`src/logic/trs_cfg.svh`:
```
`ifndef TRS_CFG_SVH
`define TRS_CFG_SVH
// Notes on behaviour
// - A high PLL lock input means that PLL is locked; one input per PLL.
// - Each channel's select field picks which PLL lock its transmit sequence watches.
// - With a shared transmit sequence, one select value serves every channel.
// - With a shared transmit sequence, the select bus carries one field only.
// - Transmit reset sequence is held while that channel's transmit busy is high.
// - Receive reset sequence is held while that channel's receive busy is high.
// - A high data-lock input means that CDR is ready for incoming data.
// - With shared receive control, all data-lock inputs are ANDed into one.
// - Transmit digital reset holds on reset, busy, no first lock, auto lock loss.
// - Receive digital reset holds on reset, analog reset, busy, auto lock loss, tx ack.

// Register map, byte addresses on the Wishbone slave.
`define TRS_ADR_CTRL 8'h00
`define TRS_ADR_TX_STAT 8'h04
`define TRS_ADR_RX_STAT 8'h08
`define TRS_ADR_ACK_STAT 8'h0c
// Control register fields.
`define TRS_CTRL_SW_RST 0
`define TRS_CTRL_TX_MANUAL 1
`define TRS_CTRL_RX_MANUAL 2
`define TRS_CTRL_SEQ_EN 3
`define TRS_CTRL_RESET 32'h0000_0001
`define TRS_UNMAPPED_DATA 32'h0000_0000
// Timing, in ns, and derived cycle counts at 50 MHz.
`define TRS_CLK_NS 20
`define TRS_SYNC_STAGES 2
`define TRS_TX_ANA_NS 40
`define TRS_TX_DIG_NS 40
`define TRS_RX_ANA_NS 40
`define TRS_RX_DIG_NS 4000
`define TRS_CYC(ns) ((((ns) + `TRS_CLK_NS - 1) / `TRS_CLK_NS) < 1 ? 1 : \
  (((ns) + `TRS_CLK_NS - 1) / `TRS_CLK_NS))
`define TRS_READY_DLY 3
`endif

```
`src/logic/trs_pkg.sv`:
```
package trs_pkg;
  typedef enum logic [1:0] {
    TRS_ST_HOLD = 2'b00,
    TRS_ST_COUNT = 2'b01,
    TRS_ST_READY = 2'b10
  } trs_state_t;

  // One channel's synchronised status, carried together.
  typedef struct packed {
    logic tx_busy;
    logic rx_busy;
    logic data_lock;
    logic tx_ana_ack;
    logic rx_ana_ack;
    logic tx_dig_ack;
    logic rx_dig_ack;
  } trs_chan_stat_t;
endpackage

```
`src/logic/trs_seq.sv`:
```
`timescale 1ns/1ns
`include "trs_cfg.svh"
module trs_seq
  import trs_pkg::*;
#(
  parameter int NUM_CH = 2,
  parameter int NUM_PLL = 2,
  parameter bit TX_SEP = 1'b1,
  parameter bit RX_SEP = 1'b1,
  parameter int TX_DIG_CYC = `TRS_CYC(`TRS_TX_DIG_NS),
  parameter int RX_DIG_CYC = `TRS_CYC(`TRS_RX_DIG_NS),
  parameter int SEL_W = (NUM_PLL > 1) ? $clog2(NUM_PLL) : 1,
  parameter int SEL_N = TX_SEP ? NUM_CH : 1
) (
  // Clock and reset.
  input wire logic core_clk,
  input wire logic rst_b,
  // Wishbone slave.
  input wire logic wb_cyc_i,
  input wire logic wb_stb_i,
  input wire logic wb_we_i,
  input wire logic [7:0] wb_adr_i,
  input wire logic [3:0] wb_sel_i,
  input wire logic [31:0] wb_dat_i,
  output logic [31:0] wb_dat_o,
  output logic wb_ack_o,
  // PLL status.
  input wire logic [NUM_PLL-1:0] pll_locked,
  input wire logic [NUM_PLL-1:0] pll_cal_busy,
  input wire logic [SEL_N*SEL_W-1:0] pll_select,
  // Channel status from the PHY.
  input wire logic [NUM_CH-1:0] tx_cal_busy,
  input wire logic [NUM_CH-1:0] rx_cal_busy,
  input wire logic [NUM_CH-1:0] cdr_data_lock_in,
  input wire logic [NUM_CH-1:0] tx_analogreset_stat,
  input wire logic [NUM_CH-1:0] rx_analogreset_stat,
  input wire logic [NUM_CH-1:0] tx_digitalreset_stat,
  input wire logic [NUM_CH-1:0] rx_digitalreset_stat,
  // Resets and ready flags to the PHY.
  output logic [NUM_CH-1:0] tx_analogreset,
  output logic [NUM_CH-1:0] tx_digitalreset,
  output logic [NUM_CH-1:0] rx_analogreset,
  output logic [NUM_CH-1:0] rx_digitalreset,
  output logic [NUM_CH-1:0] tx_ready,
  output logic [NUM_CH-1:0] rx_ready
);
  localparam int SW = 2*NUM_PLL + 7*NUM_CH;
  localparam int CW = 16;

  initial begin
    if (NUM_CH < 1 || NUM_CH > 8 || NUM_PLL < 1 || NUM_PLL > 8)
      $error("trs_seq: channel and PLL counts must lie in 1..8");
    if (TX_DIG_CYC >= (1 << CW) || RX_DIG_CYC >= (1 << CW) || TX_DIG_CYC < 1)
      $error("trs_seq: reset durations do not fit the counters");
  end

  // Two-stage synchronisers; the first stage feeds only the second.
  logic [SW-1:0] meta_ff;
  logic [SW-1:0] sync_ff;
  wire [SW-1:0] raw_stat = {pll_locked, pll_cal_busy, tx_cal_busy, rx_cal_busy,
    cdr_data_lock_in, tx_analogreset_stat, rx_analogreset_stat,
    tx_digitalreset_stat, rx_digitalreset_stat};
  always_ff @(posedge core_clk or negedge rst_b) begin
    if (!rst_b) begin
      meta_ff <= '0;
      sync_ff <= '0;
    end else begin
      meta_ff <= raw_stat;
      sync_ff <= meta_ff;
    end
  end

  wire [NUM_PLL-1:0] s_lock = sync_ff[SW-1 -: NUM_PLL];
  wire [NUM_PLL-1:0] s_pbusy = sync_ff[SW-NUM_PLL-1 -: NUM_PLL];
  wire any_pll_busy = |s_pbusy;
  trs_chan_stat_t cs [NUM_CH];

  // Control register.
  logic [31:0] ctrl_ff;
  logic ack_ff;
  wire sw_rst = ctrl_ff[`TRS_CTRL_SW_RST];
  wire tx_manual = ctrl_ff[`TRS_CTRL_TX_MANUAL];
  wire rx_manual = ctrl_ff[`TRS_CTRL_RX_MANUAL];
  wire seq_en = ctrl_ff[`TRS_CTRL_SEQ_EN];
  // Per-channel status gathered as plain nets. A function that reads module state
  // would not wake a continuous assignment when that state changes.
  wire [NUM_CH-1:0] lock_v;
  wire [NUM_CH-1:0] rxb_v;
  wire [NUM_CH-1:0] txb_v;
  wire [NUM_CH-1:0] txa_v;
  wire [NUM_CH-1:0] rxa_v;
  wire [NUM_CH-1:0] txd_v;
  wire [NUM_CH-1:0] rxd_v;
  wire all_lock = &lock_v;
  wire all_rx_busy = |rxb_v;

  logic [NUM_CH-1:0] tx_lock_seen_ff;
  logic [NUM_CH-1:0] tx_hold_ff;

  for (genvar c = 0; c < NUM_CH; c++) begin : g_ch
    assign cs[c] = '{tx_busy: sync_ff[6*NUM_CH+c], rx_busy: sync_ff[5*NUM_CH+c],
      data_lock: sync_ff[4*NUM_CH+c], tx_ana_ack: sync_ff[3*NUM_CH+c],
      rx_ana_ack: sync_ff[2*NUM_CH+c], tx_dig_ack: sync_ff[NUM_CH+c],
      rx_dig_ack: sync_ff[c]};
    assign lock_v[c] = cs[c].data_lock;
    assign rxb_v[c] = cs[c].rx_busy;
    assign txb_v[c] = cs[c].tx_busy;
    assign txa_v[c] = cs[c].tx_ana_ack;
    assign rxa_v[c] = cs[c].rx_ana_ack;
    assign txd_v[c] = cs[c].tx_dig_ack;
    assign rxd_v[c] = cs[c].rx_dig_ack;
    localparam int SI = TX_SEP ? c : 0;
    // Select is already synchronous; an index past the last PLL reads unlocked.
    wire [SEL_W-1:0] sel = pll_select[SI*SEL_W +: SEL_W];
    wire ch_lock = (int'(sel) < NUM_PLL) ? s_lock[sel] : 1'b0;
    wire tx_busy_c = TX_SEP ? cs[c].tx_busy : |txb_v;
    wire rx_busy_c = RX_SEP ? cs[c].rx_busy : all_rx_busy;
    wire lock_c = RX_SEP ? cs[c].data_lock : all_lock;
    wire tx_hold = sw_rst || any_pll_busy || tx_busy_c || !tx_lock_seen_ff[c] ||
      (!ch_lock && !tx_manual);
    wire tx_ana_hold = sw_rst || tx_busy_c;
    wire rx_ana_hold = sw_rst || rx_busy_c;
    wire rx_hold = rx_ana_hold || rx_analogreset[c] || (!lock_c && !rx_manual) ||
      (seq_en && cs[c].tx_dig_ack);

    always_ff @(posedge core_clk or negedge rst_b) begin
      if (!rst_b) begin
        tx_lock_seen_ff[c] <= 1'b0;
        tx_hold_ff[c] <= 1'b1;
      end else begin
        // Initial lock is re-armed by a software reset.
        tx_lock_seen_ff[c] <= sw_rst ? 1'b0 : (tx_lock_seen_ff[c] | ch_lock);
        tx_hold_ff[c] <= tx_hold;
      end
    end

    trs_rst_cnt #(.CYC(TX_DIG_CYC), .CW(CW)) u_txd (
      .core_clk(core_clk), .rst_b(rst_b), .hold(tx_hold), .rst_out(tx_digitalreset[c]),
      .ready(tx_ready[c]));
    trs_rst_cnt #(.CYC(RX_DIG_CYC), .CW(CW)) u_rxd (
      .core_clk(core_clk), .rst_b(rst_b), .hold(rx_hold), .rst_out(rx_digitalreset[c]),
      .ready(rx_ready[c]));
    trs_rst_cnt #(.CYC(`TRS_CYC(`TRS_TX_ANA_NS)), .CW(CW)) u_txa (
      .core_clk(core_clk), .rst_b(rst_b), .hold(tx_ana_hold), .rst_out(tx_analogreset[c]),
      .ready());
    trs_rst_cnt #(.CYC(`TRS_CYC(`TRS_RX_ANA_NS)), .CW(CW)) u_rxa (
      .core_clk(core_clk), .rst_b(rst_b), .hold(rx_ana_hold), .rst_out(rx_analogreset[c]),
      .ready());
  end

  wire [31:0] ack_word = {8'(rxd_v), 8'(txd_v), 8'(rxa_v), 8'(txa_v)};

  // Wishbone decode; one-cycle ack answers every address.
  wire wb_req = wb_cyc_i && wb_stb_i && !ack_ff;
  wire hit_ctrl = wb_adr_i == `TRS_ADR_CTRL;
  wire hit_tx = wb_adr_i == `TRS_ADR_TX_STAT;
  wire hit_rx = wb_adr_i == `TRS_ADR_RX_STAT;
  wire hit_ack = wb_adr_i == `TRS_ADR_ACK_STAT;
  wire [31:0] tx_word = {8'h00, 8'(tx_hold_ff), 8'(tx_ready), 8'(tx_digitalreset)};
  wire [31:0] rx_word = {8'h00, 8'(lock_v), 8'(rx_ready), 8'(rx_digitalreset)};
  wire [31:0] rd_mux = hit_ctrl ? ctrl_ff : hit_tx ? tx_word : hit_rx ? rx_word :
    hit_ack ? ack_word : `TRS_UNMAPPED_DATA;
  wire [31:0] byte_mask = {{8{wb_sel_i[3]}}, {8{wb_sel_i[2]}}, {8{wb_sel_i[1]}},
    {8{wb_sel_i[0]}}};
  wire [31:0] ctrl_wr = (ctrl_ff & ~byte_mask) | (wb_dat_i & byte_mask & 32'h0000_000f);
  wire [31:0] nxt_ctrl = (wb_req && wb_we_i && hit_ctrl) ? ctrl_wr : ctrl_ff;

  always_ff @(posedge core_clk or negedge rst_b) begin
    if (!rst_b) begin
      ctrl_ff <= `TRS_CTRL_RESET;
      ack_ff <= 1'b0;
      wb_dat_o <= 32'h0000_0000;
    end else begin
      ctrl_ff <= nxt_ctrl;
      ack_ff <= wb_req;
      wb_dat_o <= wb_req ? rd_mux : wb_dat_o;
    end
  end
  assign wb_ack_o = ack_ff;
endmodule

// Holds a reset while its cause stands, then counts CYC cycles before release.
module trs_rst_cnt #(
  parameter int CYC = 1,
  parameter int CW = 16
) (
  input wire logic core_clk,
  input wire logic rst_b,
  input wire logic hold,
  output logic rst_out,
  output logic ready
);
  import trs_pkg::*;
  trs_state_t st_ff;
  logic [CW-1:0] cnt_ff;
  logic [1:0] rdy_cnt_ff;
  always_ff @(posedge core_clk or negedge rst_b) begin
    if (!rst_b) begin
      st_ff <= TRS_ST_HOLD;
      cnt_ff <= '0;
      rdy_cnt_ff <= '0;
    end else if (hold) begin
      st_ff <= TRS_ST_HOLD;
      cnt_ff <= '0;
      rdy_cnt_ff <= '0;
    end else begin
      case (st_ff)
        TRS_ST_HOLD: begin
          st_ff <= TRS_ST_COUNT;
          cnt_ff <= CW'(1);
        end
        TRS_ST_COUNT: begin
          if (cnt_ff >= CW'(CYC)) st_ff <= TRS_ST_READY;
          else cnt_ff <= cnt_ff + CW'(1);
        end
        default: begin
          if (rdy_cnt_ff != 2'(`TRS_READY_DLY)) rdy_cnt_ff <= rdy_cnt_ff + 2'h1;
        end
      endcase
    end
  end
  assign rst_out = st_ff != TRS_ST_READY;
  assign ready = (st_ff == TRS_ST_READY) && (rdy_cnt_ff == 2'(`TRS_READY_DLY));
endmodule

```
`config.mk`:
```
export PLATFORM = sky130hd
export DESIGN_NAME = trs_seq
export DESIGN_NICKNAME = d
export VERILOG_FILES = /design/src/logic/trs_pkg.sv /design/src/logic/trs_seq.sv
export VERILOG_INCLUDE_DIRS = /design/src /design/src/logic
export SDC_FILE = /design/constraint.sdc
export NUM_CORES = 1
export LEC_CHECK = 0
export BUFFER_PORTS_ARGS = -buffer_cell sky130_fd_sc_hd__buf_4
export CORE_MARGIN = 10
export CORE_UTILIZATION = 26
export CTS_BUF_LIST = sky130_fd_sc_hd__clkbuf_4 sky130_fd_sc_hd__clkbuf_8
export CTS_CLUSTER_SIZE = 12
export DETAILED_ROUTE_END_ITERATION = 8
export REMOVE_ABC_BUFFERS = 1
export SLEW_MARGIN = 10
export SYNTH_ARGS = -nofsm -noshare
export SYNTH_HDL_FRONTEND = slang
export SYNTH_SLANG_ARGS = --single-unit
```
`constraint.sdc`:
```
create_clock -name core_clk -period 5.1 [get_ports core_clk]
set_input_delay 0.51 -clock core_clk [delete_from_list [all_inputs] [get_ports core_clk]]
set_output_delay 0.51 -clock core_clk [all_outputs]
set_load 0.005 [all_outputs]
```
* Word level (Yosys, flattened, before mapping)
Cells that the tools add are included.
** Storage, ports and cells
- Logic and storage cells :: 264
- Input port bits :: 69
- Bits in registers :: 257
** Cells by class
- Reduce and logical (&&, ||, !) cells :: 86
- Bitwise operators :: 6
- Magnitude comparators :: 10
- Equal/unequal tests :: 51
- Mux-type cells :: 70
- $add $sub $neg :: 12
** Operators with widths (count)
- 16-bit 2-to-1 mux :: 16
- 16-bit case mux with 2 select lines :: 8
- 16-bit by 1-bit adder with 16-bit output (second input constant) :: 8
- 16-bit by 2-bit >= comparator with 1-bit output (second input constant) :: 6
- 26-bit 2-to-1 mux :: 3
- 2-bit 2-to-1 mux :: 28
- 2-bit AND reduction :: 20
- 32-bit AND :: 1
- 16-bit by 8-bit >= comparator with 1-bit output (second input constant) :: 2
- 32-bit 2-to-1 mux :: 1
- 32-bit inverter :: 1
- 32-bit by 4-bit bitwise OR with 32-bit output :: 1
- 2-bit case mux with 2 select lines :: 8
- 2-bit inequality test (second input constant) :: 12
- 3-bit by 2-bit inequality test with 1-bit output (second input constant) :: 8
- 3-bit inequality test (second input constant) :: 8
- 3-bit nonzero test :: 8
- 1-bit logical OR :: 17
- 2-bit by 1-bit equality test with 1-bit output (second input constant) :: 8
- 2-bit equality test (second input constant) :: 8
- 8-bit by 4-bit equality test with 1-bit output (second input constant) :: 2
- 2-bit logical NOT :: 8
- 1-bit logical AND :: 14
- 2-bit OR reduction :: 5
- 10 further kinds :: 34

* Longest topological paths before layout
- Word-level depth :: 7
- Mapped depth :: 6
- Mapped depth without buffers :: 6

* By module
A second synthesis with hierarchy kept.
** Second synthesis, totals
- Cells, all modules :: 878
- Area, all modules :: 10781.6 sq um
** Modules (own cells, without submodules)
- trs_rst_cnt (g_ch[0].u_rxa ...) :: cells each 66, area each 822.0 sq um, times used 5
- trs_seq :: cells each 270, area each 3697.3 sq um, times used 1
- trs_rst_cnt (g_ch[0].u_rxd ...) :: cells each 101, area each 1052.3 sq um, times used 2
- trs_rst_cnt (g_ch[1].u_txd) :: cells each 76, area each 869.6 sq um, times used 1

* Worst setup path after synthesis
No wires, ideal clock.
- Path kind :: input to register
- From :: input wb_adr_i[2]
- To :: register with a tool-made name
- Stages :: 6
- Data arrival time :: 1.851 ns
- Library setup time :: 0.125 ns
- Path slack :: 3.124 ns
- Buffers on the path :: 2
- Data required time :: 4.975 ns
- Cell sequence :: clkbuf_1 > nor2_1 > and4b_1 > buf_2 > nand3_1 > mux2_2
** RTL lines
- from (decl) :: RTL line trs_seq.sv:22 : input wire logic [7:0] wb_adr_i,

==> flow_summary_export.csv <==
group,metric,value,unit
worst_setup_path,worst_setup_path_end_kind,"register",
synthesis,synth-seq-area-share,65.1,%
timing,worst_slew_pin_slew,1.04,ns
timing,finalCritPeriodShare,56.3,%
layout,area_growth,21.1,%
worst_setup_path,crit_buf_inv,1,
die,fp.dieH,215,um
worst_setup_path,crit_path_cell_trace,"nand3b_1, buf_4, and4b_1, nand3_1, mux2_2",
synthesis,yosysMostFrequentCell,"dfrtp_1",
die,start_util,26.3,%
global_route,grt_pass1_wl,33800,um
timing,fin_crit,2.87,ns
die,core_area,37600,um^2
layout,fin_area,12000,um^2
global_route,first_global_vias,6139,
global_route,grt-ovfl-total,0,
route,first_iter_violations,418,
global_route,grt_use_total,8.90,%
layout,fillerInstances,3751,
route,finalWirelength,20700,um
timing,maxSlewHeadroom,30.2,%
layout,multi_input_area,3170,um^2
timing,grt_setup_unrepaired,"false",
pwr,cellPowerDensity,365,nW/um^2
synthesis,yosys-top-cells-count,"254 x dfrtp_1, 115 x and2_1, 31 x nor2_1",
timing,setup-violations-final,0,
worst_setup_path,rrSetupSlack,2.23,ns
clock_network,numCtsBuffers,42,
run,maxCapViolCount,0,
synthesis,synth_area_leader_cell,"dfrtp_1",
layout,drive_above_1_share,21.7,%
die,io_pins,114,
synthesis,syn_inst,767,
route,drt-met1-wl,10500,um
synthesis,synthTopCellsByArea,"dfrtp_1 64%, and2_1 7.3%, a22o_1 2.7%",
layout,layout.nets,954,
timing,layout_setup_ws,2.23,ns
clock_network,cts_tree,"done",
worst_setup_path,reg2reg_from,"wb_ack_o$_DFF_PN0_",
synthesis,synth-edff-count,0,
timing,hold_viol_final,0,
clock_network,clock_latency,0.55,ns
worst_setup_path,critPathSlowestCell,"and4b_1",
status,status,"completed",
clock_network,cts_root_buffer,"clkbuf_8",
layout,antenna_cells,0,
min_path,min_to,"meta_ff[12]$_DFF_PN0_",
die,die-area,46200,um^2
timing,fin_skew,0.0167,ns
route,drc,0,
worst_setup_path,cp.depth,5,
placement,preCtsSetupSlack,1.91,ns
synthesis,synth_area_per_cell,12.9,um^2
route,highest_layer,"met4",
timing,fmax,348,MHz
pwr,ir_drop,183,uV
worst_setup_path,critPathKind,"register to register",
route,drtPass1Iterations,4,
worst_setup_path,worstSetupStartpointType,"register",
route,met2_length,8590,um
global_route,antenna_found_initial,0,
placement,place_congestion,0.764,
worst_setup_path,cp_max_fo,37,
timing,setup_tns,0,ns
route,via_per_inst,4.29,
pwr,p_leak,5.71,nW
synthesis,synth_seq_cells,257,
route,vias,6036,
worst_setup_path,reg2regPathDepth,5,
clock_network,clkTransAtPathRegs,0.06,ns
synthesis,yosys_warnings,0,
placement,postPlaceCellArea,11000,um^2
synthesis,async_flop_share,100,%
route,routedWlPerCell,14.7,um
layout,post-route-util,31.8,%
route,ant_nets,0,
synthesis,ys_types,66,
layout,register_area,6430,um^2
worst_setup_path,crit_family,"simple AND/OR/NAND/NOR gates",
clock_network,cts_setup_buffers,0,
clock_network,clock-sinks,257,
worst_setup_path,critical_path.max_stage_delay,1.00,ns
synthesis,synth_area,9880,um^2
placement,port_buffers,85,
global_route,grt_max_degree,125,
clock_network,cts_buffer_depth,3,
route,met3_length,1170,um
pwr,finalPower,4.36,mW
clock_network,cts_max_level,2,
die,row_count,71,
min_path,min-delay-start,"tx_cal_busy[0]",
synthesis,synthFlopType,"dfrtp_1",
die,chipWidth,215,um
timing,slew_viol_final,0,
worst_setup_path,cp.arrival,3.29,ns
worst_setup_path,worstPathRequired,5.52,ns
synthesis,netlist.area_leader.share,64.3,%
placement,hpwlAfterDp,13800,um
min_path,holdPathStages,1,
min_path,hp-class,"input port to register",
==> logic make-up after synthesis <==
group	share of synthesized area (%)
DFF	65.1
adders and majority gates	2.53
AOI/OAI and AO/OA	9.16
and+or+nand+nor	17.4
muxes	2.79
xor gates and xnor gates	0.177
buffers and inverters	2.84
==> final cells by class <==
| cell class | count | area share (%) |
|---|---|---|
| Inverter | 27 | 0.847 |
| Multi-Input combinational cell | 448 | 26.5 |
| Clock buffer | 72 | 7.45 |
| Tap cell | 511 | 5.34 |
| Sequential cell | 257 | 53.8 |
| Clock inverter | 3 | 0.356 |
| Timing Repair Buffer | 89 | 5.77 |
==> cells in the final DEF (no fill, tap or decap), types with 16 or more instances in the layout <==
cell type  count
a22o_1        30
and2_1       115
buf_4         86
clkbuf_4      16
clkbuf_8      56
dfrtp_1      254
ha_1          20
inv_1         27
nand2_1       24
nand3_1       19
nor2_1        31
nor4_1        24
o21a_1        17
==> metal layers <==
metal  vias up  global-route usage, %
li1       2893                      -
met1      2966                   12.8
met2       141                   12.3
met3        36                   2.65
met4         0                   3.07
met5         -                      0
==> report_power, final <==
part           leakage [nW]  switching (mW)  internal, mW
sequential             3.47          0.0535          2.09
clock                 0.494           0.793          1.14
combinational          1.75           0.164         0.117
==> worst max path at each step <==
stage	endpoint	startpoint
after floorplan	register	wb_cyc_i
after global placement	register	wb_adr_i[5]
after detailed placement	register	wb_adr_i[5]
after CTS	register	wb_ack_o$_DFF_PN0_
after global routing	register	wb_ack_o$_DFF_PN0_
final	register	wb_ack_o$_DFF_PN0_
==> registers in the layout, indices dropped and copies added, names as in the netlist, named ones only <==
register	cells
ctrl_ff	28
g_ch.u_rxa.cnt_ff	32
g_ch.u_rxa.st_ff	4
g_ch.u_rxd.cnt_ff	32
g_ch.u_rxd.rdy_cnt_ff	4
g_ch.u_rxd.st_ff	4
g_ch.u_txa.cnt_ff	32
g_ch.u_txa.st_ff	4
g_ch.u_txd.cnt_ff	32
g_ch.u_txd.rdy_cnt_ff	4
g_ch.u_txd.st_ff	4
meta_ff	18
sync_ff	18
tx_hold_ff	2
tx_lock_seen_ff	2
wb_ack_o	1
wb_dat_o	32
==> stage by stage <==
| stage | hold slack (ns) | std cells |
|---|---|---|
| detailed placement | 0.335 | 1331 |
| global placement | 0.333 | 1331 |
| global route | 0.0200 | 1407 |
| finish | 0.0629 | 1407 |
| floorplan | 0.214 | 732 |
| CTS | 0.0224 | 1407 |
==> what timing repair did <==
action / CTS / global route
resized for setup: 0 / 0
hold endpoints to repair: 12 / 0
hold buffers: 1 / 0
No activity file was read; power rests on OpenSTA's default activity.
